`config.mk`:
```
export PLATFORM = sky130hd
export DESIGN_NAME = bvm_top
export DESIGN_NICKNAME = d
export VERILOG_FILES = /design/src/bvm_pkg.sv /design/src/bvm_level_detect.sv /design/src/bvm_top.sv
export SDC_FILE = /design/constraint.sdc
export NUM_CORES = 1
export LEC_CHECK = 0
export CORE_MARGIN = 4
export CORE_UTILIZATION = 65
export DETAILED_ROUTE_END_ITERATION = 8
export DONT_BUFFER_PORTS = 1
export PLACE_DENSITY_LB_ADDON = 0.3
export SLEW_MARGIN = 20
export SYNTH_ARGS = -nofsm -noshare
export SYNTH_HDL_FRONTEND = slang
export SYNTH_HIERARCHICAL = 1
export SYNTH_SLANG_ARGS = --single-unit
```
`constraint.sdc`:
```
create_clock -name CLK -period 4.6 [get_ports CLK]
set_input_delay 0.46 -clock CLK [delete_from_list [all_inputs] [get_ports CLK]]
set_output_delay 0.46 -clock CLK [all_outputs]
set_load 0.01 [all_outputs]
```
`src/bvm_pkg.sv`:
```
// package for the battery voltage monitor: register map, resets, modes
`default_nettype none
package bvm_pkg;
  localparam int          ADDR_W          = 7;
  localparam int          DATA_W          = 8;
  localparam int          RES_W           = 10;
  localparam logic [6:0]  ADDR_SRC_SEL    = 7'h11;
  localparam logic [6:0]  ADDR_UNDER_THR  = 7'h12;
  localparam logic [6:0]  ADDR_OVER_THR   = 7'h13;
  localparam logic [6:0]  ADDR_HYST       = 7'h14;
  localparam logic [6:0]  ADDR_BAT_HIGH   = 7'h15;
  localparam logic [6:0]  ADDR_BAT_LOW    = 7'h16;
  localparam logic [6:0]  ADDR_SNS_HIGH   = 7'h17;
  localparam logic [6:0]  ADDR_SNS_LOW    = 7'h18;
  localparam logic [6:0]  ADDR_EVENT      = 7'h19;
  localparam logic [6:0]  ADDR_SUPPLY_ST  = 7'h1b;
  localparam logic [7:0]  RST_SRC_SEL     = 8'h00;
  localparam logic [7:0]  RST_UNDER_THR   = 8'h00;
  localparam logic [7:0]  RST_OVER_THR    = 8'hff;
  localparam logic [7:0]  RST_HYST        = 8'h00;
  localparam int          SRC_SEL_BIT     = 0;
  localparam int          MSB_FLAG_BIT    = 2;
  localparam int          OVER_STEP_HI    = 7;
  localparam int          OVER_STEP_LO    = 4;
  localparam int          UNDER_STEP_HI   = 3;
  localparam int          UNDER_STEP_LO   = 0;
  localparam int          EV_POWER_UP_BIT = 2;
  localparam int          EV_OVER_BIT     = 1;
  localparam int          EV_UNDER_BIT    = 0;
  localparam int          ST_OVER_BIT     = 5;
  localparam int          ST_UNDER_BIT    = 4;
  // one hysteresis step is 1/255 of full scale, i.e. 4 result lsbs at 10 bits
  localparam int          STEP_SHIFT      = 2;
  typedef enum logic [1:0] {
    BVM_OFF     = 2'b00,
    BVM_STANDBY = 2'b01,
    BVM_NORMAL  = 2'b10
  } bvm_mode_type;
endpackage
`default_nettype wire

```
`src/bvm_level_detect.sv`:
```
// threshold comparator with hysteresis and one-shot event for one direction
`default_nettype none
module bvm_level_detect
  import bvm_pkg::*;
(
  input  wire logic             clk,
  input  wire logic             rst,
  input  wire logic             enable,
  input  wire logic             is_over,
  input  wire logic [RES_W-1:0] sample,
  input  wire logic             sample_vld,
  input  wire logic [7:0]       code,
  input  wire logic [3:0]       step,
  output logic                  level,
  output logic                  event_pulse
);
  // code is the upper eight bits of a 10-bit trip value [RL19]
  wire logic [RES_W-1:0] trip     = {code, 2'b00};
  wire logic [RES_W+1:0] hyst     = {6'h00, step, 2'b00};
  wire logic [RES_W+1:0] trip_ext = {2'b00, trip};
  wire logic [RES_W+1:0] samp_ext = {2'b00, sample};
  // overvoltage: above trip sets, below trip minus hysteresis releases [RL9] [RL11] [RL12]
  wire logic over_set = samp_ext > trip_ext;
  wire logic over_rel = samp_ext + hyst < trip_ext;
  // undervoltage: code zero disables detection entirely [RL8] [RL10] [RL13]
  wire logic under_set = (code != 8'h00) && (samp_ext < trip_ext);
  wire logic under_rel = (code == 8'h00) || (samp_ext > trip_ext + hyst);
  wire logic set_c = is_over ? over_set : under_set;
  wire logic rel_c = is_over ? over_rel : under_rel;
  logic level_q;
  logic level_d;
  // level is held low outside Normal mode and in Normal only changes on fresh samples; a new event needs a release first
  assign level_d = !enable ? 1'b0 :
                   !sample_vld ? level_q :
                   (!level_q && set_c) ? 1'b1 :
                   (level_q && rel_c) ? 1'b0 : level_q; // [RL4] [RL20]
  always_ff @(posedge clk or posedge rst) begin
    if (rst) begin
      level_q <= 1'b0;
    end else begin
      level_q <= level_d;
    end
  end
  assign level       = level_q; // [RL14]
  assign event_pulse = level_d && !level_q;
endmodule
`default_nettype wire

```
`src/bvm_top.sv`:
```
// battery voltage monitor: supply mode sequencing, result registers, events
// Operation
// RL1: both supplies below power-off level enters Off
// RL2: leaving Off for Standby sets power-up flag
// RL3: two 10-bit channels, battery and sense
// RL4: monitor active only in Normal mode
// RL5: under/over condition sets matching event flag
// RL6: source_select bit 0 picks battery or sense
// RL7: host writes zero to bits 7:1
// RL8: under trip equals code/255 of 20 V
// RL9: over trip equals code/255 of 20 V
// RL10: under code zero disables undervoltage detection
// RL11: over code FF trips above 3FC
// RL12: over releases below trip minus step
// RL13: under releases above trip plus step
// RL14: live level bits apart from event flags
// RL15: battery result split high byte, low bits
// RL16: battery low bit 2 shows high read
// RL17: sense result stored the same way
// RL18: under level reads 1 below threshold
// RL19: codes compare as upper bits of ten
// RL20: no repeat event before hysteresis release
`default_nettype none
module bvm_top
  import bvm_pkg::*;
(
  input  wire logic              CLK,
  input  wire logic              RST,
  input  wire logic              BAT_BELOW_POFF,
  input  wire logic              CONV_BELOW_POFF,
  input  wire logic              BAT_ABOVE_PON,
  input  wire logic              NORMAL_REQ,
  input  wire logic [RES_W-1:0]  BAT_SAMPLE,
  input  wire logic [RES_W-1:0]  SENSE_SAMPLE,
  input  wire logic              SAMPLE_VALID,
  input  wire logic [ADDR_W-1:0] REG_ADDR,
  input  wire logic [DATA_W-1:0] REG_WDATA,
  input  wire logic              REG_WR,
  input  wire logic              REG_RD,
  output logic      [DATA_W-1:0] REG_RDATA,
  output logic                   SUPPLY_ON,
  output logic                   MONITOR_ACTIVE,
  output logic                   LOAD_SHED
);
  ////////////////////////////////////////////////////////////////////////////
  // supply mode sequencing
  bvm_mode_type mode_q;
  bvm_mode_type mode_d;
  wire logic power_fail = BAT_BELOW_POFF && CONV_BELOW_POFF;
  // power fail wins over everything, immediately [RL1]
  always_comb begin
    mode_d = mode_q;
    unique case (mode_q)
      BVM_OFF: begin
        if (!power_fail && BAT_ABOVE_PON) mode_d = BVM_STANDBY;
      end
      BVM_STANDBY: begin
        if (power_fail) mode_d = BVM_OFF; // [RL1]
        else if (NORMAL_REQ) mode_d = BVM_NORMAL;
      end
      BVM_NORMAL: begin
        if (power_fail) mode_d = BVM_OFF; // [RL1]
        else if (!NORMAL_REQ) mode_d = BVM_STANDBY;
      end
      default: mode_d = BVM_OFF;
    endcase
  end
  always_ff @(posedge CLK or posedge RST) begin
    if (RST) begin
      mode_q <= BVM_OFF;
    end else begin
      mode_q <= mode_d;
    end
  end
  wire logic in_normal  = (mode_q == BVM_NORMAL);
  wire logic in_off     = (mode_q == BVM_OFF);
  wire logic off_leave  = in_off && (mode_d == BVM_STANDBY);
  wire logic off_enter  = !in_off && (mode_d == BVM_OFF);
  assign SUPPLY_ON      = !in_off;
  assign MONITOR_ACTIVE = in_normal; // [RL4]

  ////////////////////////////////////////////////////////////////////////////
  // register bus decode
  wire logic acc_ok   = !in_off;
  wire logic wr_src   = acc_ok && REG_WR && (REG_ADDR == ADDR_SRC_SEL);
  wire logic wr_uthr  = acc_ok && REG_WR && (REG_ADDR == ADDR_UNDER_THR);
  wire logic wr_othr  = acc_ok && REG_WR && (REG_ADDR == ADDR_OVER_THR);
  wire logic wr_hyst  = acc_ok && REG_WR && (REG_ADDR == ADDR_HYST);
  wire logic wr_event = acc_ok && REG_WR && (REG_ADDR == ADDR_EVENT);
  wire logic rd_bhi   = acc_ok && REG_RD && (REG_ADDR == ADDR_BAT_HIGH);
  wire logic rd_shi   = acc_ok && REG_RD && (REG_ADDR == ADDR_SNS_HIGH);

  ////////////////////////////////////////////////////////////////////////////
  // control registers; all return to defaults when the device drops to Off
  logic [7:0] src_q;
  logic [7:0] uthr_q;
  logic [7:0] othr_q;
  logic [7:0] hyst_q;
  // bits 7:1 are stored as written; host keeps them zero [RL7]
  always_ff @(posedge CLK or posedge RST) begin
    if (RST) begin
      src_q  <= RST_SRC_SEL;
      uthr_q <= RST_UNDER_THR;
      othr_q <= RST_OVER_THR;
      hyst_q <= RST_HYST;
    end else if (off_enter) begin
      src_q  <= RST_SRC_SEL;
      uthr_q <= RST_UNDER_THR;
      othr_q <= RST_OVER_THR;
      hyst_q <= RST_HYST;
    end else begin
      if (wr_src)  src_q  <= REG_WDATA;
      if (wr_uthr) uthr_q <= REG_WDATA;
      if (wr_othr) othr_q <= REG_WDATA;
      if (wr_hyst) hyst_q <= REG_WDATA;
    end
  end

  ////////////////////////////////////////////////////////////////////////////
  // conversion results, captured only in Normal mode [RL3] [RL4]
  logic [RES_W-1:0] bat_q;
  logic [RES_W-1:0] sns_q;
  logic             bat_msb_read_q;
  logic             sns_msb_read_q;
  wire logic        take = in_normal && SAMPLE_VALID;
  always_ff @(posedge CLK or posedge RST) begin
    if (RST) begin
      bat_q <= '0;
      sns_q <= '0;
    end else if (mode_q == BVM_STANDBY) begin
      bat_q <= '0;
      sns_q <= '0;
    end else if (take) begin
      bat_q <= BAT_SAMPLE;
      sns_q <= SENSE_SAMPLE;
    end
  end
  // msb-read flag: set by reading the high byte, cleared by a new result;
  // the read wins if both land together so the host never misses it
  always_ff @(posedge CLK or posedge RST) begin
    if (RST) begin
      bat_msb_read_q <= 1'b0;
      sns_msb_read_q <= 1'b0;
    end else if (off_enter) begin
      bat_msb_read_q <= 1'b0;
      sns_msb_read_q <= 1'b0;
    end else begin
      if (rd_bhi) bat_msb_read_q <= 1'b1; // [RL16]
      else if (take) bat_msb_read_q <= 1'b0;
      if (rd_shi) sns_msb_read_q <= 1'b1; // [RL17]
      else if (take) sns_msb_read_q <= 1'b0;
    end
  end

  ////////////////////////////////////////////////////////////////////////////
  // channel selection and level detection
  wire logic [RES_W-1:0] sel_sample = src_q[SRC_SEL_BIT] ? SENSE_SAMPLE : BAT_SAMPLE; // [RL6]
  wire logic under_level;
  wire logic over_level;
  wire logic under_ev;
  wire logic over_ev;
  bvm_level_detect u_under (
    .clk         (CLK),
    .rst         (RST),
    .enable      (in_normal),
    .is_over     (1'b0),
    .sample      (sel_sample),
    .sample_vld  (SAMPLE_VALID),
    .code        (uthr_q),
    .step        (hyst_q[UNDER_STEP_HI:UNDER_STEP_LO]),
    .level       (under_level),
    .event_pulse (under_ev)
  );
  bvm_level_detect u_over (
    .clk         (CLK),
    .rst         (RST),
    .enable      (in_normal),
    .is_over     (1'b1),
    .sample      (sel_sample),
    .sample_vld  (SAMPLE_VALID),
    .code        (othr_q),
    .step        (hyst_q[OVER_STEP_HI:OVER_STEP_LO]),
    .level       (over_level),
    .event_pulse (over_ev)
  );

  ////////////////////////////////////////////////////////////////////////////
  // sticky event flags, write one to clear; a new event beats the clear
  logic under_flag_q;
  logic over_flag_q;
  logic pwr_flag_q;
  wire logic clr_u = wr_event && REG_WDATA[EV_UNDER_BIT];
  wire logic clr_o = wr_event && REG_WDATA[EV_OVER_BIT];
  wire logic clr_p = wr_event && REG_WDATA[EV_POWER_UP_BIT];
  always_ff @(posedge CLK or posedge RST) begin
    if (RST) begin
      under_flag_q <= 1'b0;
      over_flag_q  <= 1'b0;
      pwr_flag_q   <= 1'b0;
    end else begin
      under_flag_q <= in_off ? 1'b0 : (under_ev | (under_flag_q & ~clr_u)); // [RL5]
      over_flag_q  <= in_off ? 1'b0 : (over_ev | (over_flag_q & ~clr_o)); // [RL5]
      pwr_flag_q   <= off_leave | (pwr_flag_q & ~clr_p & ~in_off); // [RL2]
    end
  end
  // optional load shedding follows the latched under and over events
  assign LOAD_SHED = under_flag_q | over_flag_q; // [RL5]

  ////////////////////////////////////////////////////////////////////////////
  // read data; Off mode and unmapped addresses read zero
  logic [DATA_W-1:0] rdata_q;
  logic [DATA_W-1:0] rdata_d;
  wire logic [7:0] bat_low = {5'h00, bat_msb_read_q, bat_q[1:0]}; // [RL15] [RL16]
  wire logic [7:0] sns_low = {5'h00, sns_msb_read_q, sns_q[1:0]}; // [RL17]
  wire logic [7:0] ev_rd   = {5'h00, pwr_flag_q, over_flag_q, under_flag_q};
  wire logic [7:0] st_rd   = {2'b00, over_level, under_level, 4'h0}; // [RL14] [RL18]
  always_comb begin
    rdata_d = '0;
    if (acc_ok) begin
      unique case (REG_ADDR)
        ADDR_SRC_SEL:   rdata_d = src_q;
        ADDR_UNDER_THR: rdata_d = uthr_q;
        ADDR_OVER_THR:  rdata_d = othr_q;
        ADDR_HYST:      rdata_d = hyst_q;
        ADDR_BAT_HIGH:  rdata_d = bat_q[RES_W-1:2]; // [RL15]
        ADDR_BAT_LOW:   rdata_d = bat_low;
        ADDR_SNS_HIGH:  rdata_d = sns_q[RES_W-1:2]; // [RL17]
        ADDR_SNS_LOW:   rdata_d = sns_low;
        ADDR_EVENT:     rdata_d = ev_rd;
        ADDR_SUPPLY_ST: rdata_d = st_rd;
        default:        rdata_d = '0;
      endcase
    end
  end
  always_ff @(posedge CLK or posedge RST) begin
    if (RST) begin
      rdata_q <= '0;
    end else if (REG_RD) begin
      rdata_q <= rdata_d;
    end
  end
  assign REG_RDATA = rdata_q;
endmodule
`default_nettype wire

```
# == Word-level counts from Yosys, hierarchy flattened ==
# Index checks and enable logic that the tools add are counted.
# word_totals
output_inout_bits,11
in_bits,44
ff_bits,69
# classes
bitwise,12
eq_ne,13
order_cmp,4
reduce_logical,40
addsub,2
muxes,36
# op_table
cell,count
$pmux 8 s10,1
$mux 8,9
$eq 7x5->1 const B,10
$mux 10,5
$logic_and 1x1->1,24
$add 10x6->11,2
$mux 1,15
$gt 10x12->1,1
$lt 12x10->1,1
$gt 10x10->1,1
$lt 10x10->1,1
$mux 2,5
$reduce_bool 2->1,5
$logic_not 8->1,1
$reduce_bool 8->1,1
$pmux 2 s3,1
$reduce_bool 3->1,2
$and 1x1->1,4
$eq 2x1->1 const B,2
$logic_not 1->1,4
$logic_not 2->1,2
$not 1->1,4
$or 1x1->1,4
$eq 2x2->1 const B,1
$logic_or 1x1->1,1

# == Longest topological paths before layout ==
# Gate-level depths: netlist (run 1).
# logic_depth
ltp_word,11
ltp_mapped,15
mapped_depth_nobuf,15

# == Cells and area by module ==
# Netlist (run 1), hierarchy kept.
# by_module_without_submodules
mod,area_per_inst_um2,seq_area_each_um2,instances,cells_per_inst
bvm_top,3469.6,1686.6,1,316
bvm_level_detect (u_over),1046.0,25.0,1,129
bvm_level_detect (u_under),1022.2,25.0,1,127

# == Least setup slack after synthesis (run 1) ==
# Ideal clock, no wire load.
# synth_timing
kind,reg-to-reg
start,reg src_q[0]
end,"reg u_over.level_q, in the netlist u_over/level"
synth_period_minus_slack_ps,3293
stages_incl_launch_ff,14
required_time_ps,4477
setup_ps,123
n_path_buf,1
path_slack_ps,1307
arrival_time_ps,3170
cell_sequence,dfrtp_1 clkbuf_1 mux2_2 ha_1 a21o_1 a21oi_1 nor2b_1 o21ai_0 xnor2_1 ha_1 and3_1 a221oi_1 o22ai_1 o221a_2
# synth_via
elab_chain_len,8
# synth_lines
element,line,rtl
from (decl),bvm_top.sv:95,logic [7:0] src_q;
from (signal assigned),bvm_top.sv:102,src_q <= RST_SRC_SEL;
from (signal assigned),bvm_top.sv:107,src_q <= RST_SRC_SEL;
from (signal assigned),bvm_top.sv:112,if (wr_src) src_q <= REG_WDATA;
$mux 10 (*),bvm_top.sv:157,wire logic [RES_W-1:0] sel_sample = src_q[SRC_SEL_BIT] ? SENSE_SAMPLE : BAT_SAMPLE;
named net sel_sample[3],bvm_top.sv:157,
$add 10x6->11,bvm_level_detect.sv:24,wire logic over_rel = samp_ext + hyst < trip_ext;
$lt 12x10->1,bvm_level_detect.sv:24,
$logic_and 1x1->1,bvm_level_detect.sv:36,(level_q && rel_c) ? 1'b0 : level_q;
$mux 1,bvm_level_detect.sv:36,
$mux 1 (*),bvm_level_detect.sv:35,(!level_q && set_c) ? 1'b1 :
$mux 1 (*),bvm_level_detect.sv:34,!sample_vld ? level_q :
$mux 1 (*),bvm_level_detect.sv:33,assign level_d = !enable ? 1'b0 :
named net u_over.level_d,bvm_level_detect.sv:31,logic level_d;
to (signal assigned),bvm_level_detect.sv:41,level_q <= level_d;
to (decl),bvm_level_detect.sv:30,logic level_q;
# The timed path passes the listed nets; every way through them passes the cells marked *.
# A chain may end at the register's enable or synchronous reset.

# == Worst setup path after layout (run 1) ==
# Ends and elaborated chain as after synthesis.

==> results by group, run 1 <==
Run status
  • Status: completed

Logic synthesis
  • Ys async rst share: 100%
  • Flops & latches, synth: between 60 and 70
  • Yosys Warn Count: 6
  • Yosys cell types: 67
  • Post-synthesis sequential area ratio: 31.4%
  • Post-Syn Area: roughly 5500 µm²
  • Syn Inst Count: between 500 and 600
  • Ys flop type: dfrtp_1
  • Number of synthesized flops with an enable pin: 0
  • Mean Syn Cell Area: a little under 10 µm²

Detailed routing
  • Via/cell ratio: about 6.9
  • DRC Markers: 0
  • Wirelength per Cell: approximately 23 µm
  • Total wire length: approximately 16000 µm
  • Drt first-iter violations: 582
  • DR pass1 iterations: 5
  • Post-route ant nets: 0
  • Vias: 4739

Floorplanning
  • # rows: 33
  • Die ar.: 10100 µm²
  • Die Y-Extent: 100 µm
  • Initial Util: roughly 67%
  • Die Wd: around 100 µm
  • Core footprint: 8260 µm²
  • I/O pins: 55

Min path
  • Hold path depth: 1
  • Hold WC Path Type: primary input to register

Setup path
  • Most common cell on crit path: ha_1
  • Crit path launch type: register
  • Data arrival, critical path: about 3.7 ns
  • Critical path class: register to register
  • CP max stage cell: dfrtp_1
  • Crit end category: register
  • CP peak stage delay: 0.63 ns
  • Cells along the critical path: mux2_2 > ha_1 > a21o_1 > a21oi_1 > nor2b_1 > o21ai_0 > xnor2_1 > ha_1 > and3_1 > a221oi_1 > o22ai_1 > o221a_2
  • Critical path required time: between 4 and 5 ns
  • R2R cell count: 12
  • Crit Path Max Fanout: 12
  • Flop-to-flop setup slack: between 1 and 1.5 ns

Clock tree
  • Clk sinks: a little under 70
  • H-tree levels: 3
  • PostCTS Resize Cnt: 0
  • Root Driver: clkbuf_8
  • Clock transition at the registers of the reported paths: around 0.08 ns
  • CTS tree: built
  • Clk_lat worst skew: about 0.36 ns
  • Bufs on Longest Clock Path: 2
  • CTS buffer count: 9

Final layout
  • Fillers: ~640
  • Syn-to-layout area delta: 5.78%
  • Layout cells sized above 1: 10.9%
  • Layout net count: ~680
  • Post-Layout Cell Count: between 600 and 700
  • Antenna Cells: 0

STA
  • Clk_skew: 0.0101 ns
  • Slew margin rel.: roughly 45%
  • Final Cycle Share: between 70% and 80%
  • PnR worst setup slack: 1.13 ns
  • Final Hold Viols: 0
  • Tmin final: between 3 and 4 ns
  • Setup violations, final: 0
  • Worst Tran Pin Value: roughly 0.83 ns
  • Fin Setup TNS: 0 ns
  • Unrepaired setup endpoints after global routing: no
  • Max Slew Vio Count: 0
  • Fmax: roughly 0.29 GHz

Pwr
  • Peak VDD IR: 0.215 mV
  • Static Leak: 0.00270 µW
  • Cell Pwr Density: around 270 nW/µm²

Job
  • Max_cap viols: 0

Placement
  • GP Congestion: a little under 1
  • Setup WS pre-CTS: 1.13 ns
  • PortBufs: 0
  • Final HPWL DP: between 10000 and 15000 µm
  • Cells after DPL: about 670

GRT
  • Largest net degree at the start of global routing: 68
  • Overflow after GRT: 0
  • Initial antenna violation count: 0
  • GRT Total Usage: between 30% and 40%
  • First-pass GRT wire length: 24400 µm
  • Vias in the first global route: ~4600
[report_power, final]
part | internal, µW | switching (µW)
clock | 269 | 253
combinational | 142 | 194
sequential | 651 | 46.5
[cell usage after synthesis (5+ instances only)]
cell type | number | area (µm²)
nor2_1 | 40 | 150
a31oi_1 | 5 | 31.3
nor2b_1 | 13 | 81.3
o21ai_0 | 12 | 60.1
nand2_1 | 21 | 78.8
nand2b_1 | 10 | 62.6
a21oi_1 | 26 | 130
xnor2_1 | 17 | 149
inv_1 | 46 | 173
dfrtp_1 | 61 | 1530
dfstp_2 | 8 | 210
nand3_1 | 16 | 80.1
nand4_1 | 13 | 81.3
ha_1 | 62 | 776
mux2_2 | 21 | 236
clkbuf_1 | 16 | 60.1
a21o_1 | 10 | 75.1
mux2i_1 | 38 | 380
a22oi_1 | 5 | 37.5
a22o_1 | 23 | 201
nor3_1 | 6 | 30.0
xor2_1 | 8 | 70.1
a221oi_1 | 10 | 87.6
o211ai_1 | 5 | 37.5
[path summary, 6_finish.rpt]
kind / start / end
max: src_q[0] / u_over/level
min: CONV_BELOW_POFF / mode_q[0]
max reg2reg: src_q[0] / u_over/level
min reg2reg: sns_q[5] / sns_q[5]
max in group asynchronous: RST / src_q[1]
min in group asynchronous: RST / sns_q[3]
[worst max-delay path, delay by kind of cell, from the launching register on]
kind	cells	cell delay (ns)
muxes	1	0.48
AOI/OAI and AO/OA	6	1.28
adders and majority gates	2	0.57
and+or+nand+nor	2	0.24
DFF	1	0.63
xor gates and xnor gates	1	0.15
[kinds of logic after synthesis]
kind of cell	after synthesis	synth area share [%]
adders and majority gates	66	15.5
xor gates and xnor gates	25	3.95
and+or+nand+nor	153	15.5
buffers and inverters	67	4.59
muxes	60	11.5
DFF	69	31.4
other	2	0.136
AOI/OAI and AO/OA	130	17.5
[cell type report]
class | instances | area [µm²] | share of cell area [%]
Tap cell | 105 | 131 | 2.24
Inverter | 46 | 173 | 2.95
Multi-Input combinational cell | 442 | 3570 | 60.9
Timing Repair Buffer | 5 | 40.0 | 0.683
Clock buffer | 10 | 138 | 2.35
Clock inverter | 6 | 70.1 | 1.20
Sequential cell | 69 | 1740 | 29.6
[registers in the layout, summed over array words and instances (netlist names)]
register	cells
bat_q	10
sns_q	10
REG_RDATA	8
hyst_q	8
othr_q	8
src_q	8
uthr_q	8
mode_q	2
bat_msb_read_q	1
over_flag_q	1
pwr_flag_q	1
sns_msb_read_q	1
u_over/level	1
u_under/level	1
under_flag_q	1
[routing by layer]
metal,GRT usage [%],part of all wire [%]
met4,8.08,2.4
met1,43.3,42
met3,7.44,9.3
met2,50.2,47
met5,0,0
[placed cells by master (no fill, tap or decap), types with 12 or more instances in the layout]
master / count
nand2_1: 21
mux2_2: 21
mux2i_1: 38
nand3_1: 16
nand4_1: 13
dfrtp_1: 61
ha_1: 62
a21oi_1: 26
inv_1: 45
a22o_1: 23
nor2_1: 40
nor2b_1: 13
o21ai_0: 12
xnor2_1: 17
[stage by stage]
| stage | utilization, % | instance area (µm²) | hold slack [ns] | power [µW] |
|---|---|---|---|---|
| after detailed placement | 68.3 | 5640 | 0.191 | 1030 |
| final | 70.9 | 5860 | 0.186 | 1550 |
| after floorplan | - | 5560 | 0.189 | 953 |
| after CTS | 70.9 | 5860 | 0.171 | 1550 |
| after global routing | 70.9 | 5860 | 0.172 | 1620 |
| after global placement | 68.3 | 5640 | 0.190 | 1020 |
[timing repair]
item	in CTS	in global routing
hold endpoints to repair	2	0
buffers inserted	0	0
hold buffers	1	0
(Power assumes the default switching activity.)
==> run 2: changes to the inputs <==
Clock period 4.6 ns to 3.3 ns, I/O delays scaled along.
==> results by group, run 2 (synthesis results as in run 1) <==
Detailed routing
  • Post-route ant nets: 0 (unchanged)
  • DR pass1 iterations: 5 (unchanged)
  • Via/cell ratio: 7.01 (was 6.94)
  • Total wire length: 16400 µm (was 15500 µm)
  • DRC Markers: 0 (unchanged)
  • Wirelength per Cell: 23.6 µm (was 22.7 µm)
  • Vias: 4866 (was 4739)
  • Drt first-iter violations: 475 (was 582)

Setup path
  • Crit path launch type: register (unchanged)
  • Critical path required time: 3.55 ns (was 4.85 ns)
  • Flop-to-flop setup slack: 0.13 ns (was 1.13 ns)
  • R2R cell count: 12 (unchanged)
  • Data arrival, critical path: 3.42 ns (was 3.72 ns)
  • CP max stage cell: dfrtp_2 (was dfrtp_1)
  • Cells along the critical path: mux2_4 > ha_1 > inv_1 > fa_1 > nand2b_1 > a21oi_2 > xor2_1 > ha_1 > a21o_1 > a221oi_1 > o22ai_1 > o221a_2 (was mux2_2 > ha_1 > a21o_1 > a21oi_1 > nor2b_1 > o21ai_0 > xnor2_1 > ha_1 > and3_1 > a221oi_1 > o22ai_1 > o221a_2)
  • Most common cell on crit path: ha_1 (unchanged)
  • CP Launch Point: src_q[0] (unchanged)
  • Critical Path Sink: u_over/level (unchanged)
  • Crit end category: register (unchanged)
  • Critical path class: register to register (unchanged)
  • CP peak stage delay: 0.44 ns (was 0.63 ns)
  • Crit Path Max Fanout: 5 (was 12)
  • R2R Path Start: src_q[0] (unchanged)
  • Reg2reg end: u_over/level (unchanged)

Clock tree
  • Clk sinks: 69 (unchanged)
  • CTS tree: built (unchanged)
  • Root Driver: clkbuf_8 (unchanged)
  • CTS buffer count: 9 (unchanged)
  • Clock transition at the registers of the reported paths: 0.08 ns (about the same)
  • Clk_lat worst skew: 0.36 ns (about the same)
  • Post-CTS Setup Repair Bufs: 0 (unchanged)
  • Bufs on Longest Clock Path: 2 (unchanged)
  • H-tree levels: 3 (unchanged)

Floorplanning
  • Initial Util: 67.1% (unchanged)
  • # rows: 33 (unchanged)
  • Die Y-Extent: 100 µm (unchanged)
  • I/O pins: 55 (unchanged)
  • Die Wd: 100 µm (unchanged)
  • Die ar.: 10100 µm² (unchanged)
  • Core footprint: 8260 µm² (unchanged)

GRT
  • GRT Total Usage: 33.2% (was 31.5%)
  • Overflow after GRT: 0 (unchanged)
  • Vias in the first global route: 4833 (was 4610)
  • First-pass GRT wire length: 25900 µm (was 24400 µm)
  • Initial antenna violation count: 0 (unchanged)
  • Largest net degree at the start of global routing: 55 (was 68)

Placement
  • Placed Area: 5720 µm² (was 5640 µm²)
  • GP Congestion: 0.971 (was 0.973)
  • Final HPWL DP: 12200 µm (was 11600 µm)
  • PortBufs: 0 (unchanged)

STA
  • Slew margin rel.: 37.0% (was 44.5%)
  • Setup violations, final: 0 (unchanged)
  • Fmax: 0.315 GHz (was 0.289 GHz)
  • Fin Setup TNS: 0 ns (unchanged)
  • Final Hold Viols: 0 (unchanged)
  • Tmin final: 3.17 ns (was 3.47 ns)
  • Worst Tran Pin Value: 0.944 ns (was 0.832 ns)
  • Max Slew Vio Count: 0 (unchanged)
  • Final Cycle Share: 96.2% (was 75.3%)
  • Clk_skew: 0.00902 ns (was 0.0101 ns)

Job
  • Max_cap viols: 0 (unchanged)

Pwr
  • Total Power: 2160 µW (was 1550 µW)
  • Static Leak: 0.00276 µW (was 0.00270 µW)
  • Peak VDD IR: 0.325 mV (was 0.215 mV)
  • Cell Pwr Density: 362 nW/µm² (was 265 nW/µm²)

Run status
  • Status: completed (unchanged)

Final layout
  • Commonest cells after routing, fill and taps aside: 61 x ha_1, 59 x dfrtp_1, 45 x inv_1 (was 62 x ha_1, 61 x dfrtp_1, 45 x inv_1)
  • Layout cells sized above 1: 13.4% (was 10.9%)
  • Final instance area: 5960 µm² (was 5860 µm²)
  • Antenna Cells: 0 (unchanged)
  • Most common cell after layout, fill and taps aside: ha_1 (unchanged)
  • Fillers: 608 (was 639)
  • Largest regs: bat_q (10), sns_q (10) (unchanged)
  • Layout net count: 694 (was 683)
  • Syn-to-layout area delta: 7.57% (was 5.78%)
  • Final Util: 72.1% (was 70.9%)

Min path
  • Hold WC Path Type: primary input to async pin (was primary input to register)
[run 2: cell types whose count changed in the layout (fill, tap and decap cells not counted), sizes merged]
cell      before  now
buf            4   15
clkinv         0    5
inv           48   45
clkinvlp       3    1
[run 2: worst min path at each step]
stage	from	endpoint	slack (ns)	cells after the start
2_1_floorplan	RST	u_over/level	0.06	1
3_3_place_gp	RST	u_over/level	0.06	1
3_5_place_dp	RST	u_under/level	0.06	1
4_1_cts	REG_RD	REG_RDATA[3]	0.05	1
5_1_grt	REG_RD	REG_RDATA[6]	0.05	1
6_report	RST	uthr_q[0]	0.03	1
[run 2: report_power, final]
| group | switching, µW | internal [µW] | total, µW |
|---|---|---|---|
| logic | 276 | 204 | 480 |
| clock network | 356 | 349 | 705 |
| registers | 64.5 | 908 | 972 |
| total | 696 | 1460 | 2160 |
[run 2: layer usage]
| metal | vias up | GRT usage [%] | part of all wire [%] |
|---|---|---|---|
| met5 | - | 0 | 0 |
| met2 | 309 | 51.5 | 46 |
| met1 | 2352 | 43.2 | 38 |
| met4 | 0 | 16.2 | 4.4 |
| li1 | 2140 | - | - |
| met3 | 65 | 8.62 | 11 |
[run 2: repair_timing]
action | in CTS | in global routing
hold buffers | 1 | 0
endpoints found under the hold margin | 2 | 0
endpoints found under the setup margin | 0 | 2
resized for setup | 0 | 8
[run 2: worst max-delay path, delay by kind of cell, from the launching register on]
family	cells	cell delay, ns
compound gates	5	1.07
xor+xnor	1	0.18
fa+ha+maj	3	0.85
buf+inv	1	0.06
flops	1	0.44
mux	1	0.25
simple gates	1	0.20
[run 2: stage by stage]
step	hold slack (ns)	cells	worst slack [ns]
2_1_floorplan	0.0587	578	0.00698
3_3_place_gp	0.0613	677	0.227
3_5_place_dp	0.0624	677	0.0758
4_1_cts	0.0467	694	0.0457
5_1_grt	0.0493	694	-0.0447
6_report	0.0307	694	0.127
[run 2: area by class of cell]
cell class | count | area (µm²) | area share, %
Timing Repair Buffer | 16 | 123 | 2.06
Sequential cell | 69 | 1740 | 29.2
Multi-Input combinational cell | 442 | 3600 | 60.4
Inverter | 46 | 174 | 2.92
Tap cell | 105 | 131 | 2.21
Clock buffer | 10 | 128 | 2.14
Clock inverter | 6 | 65.1 | 1.09
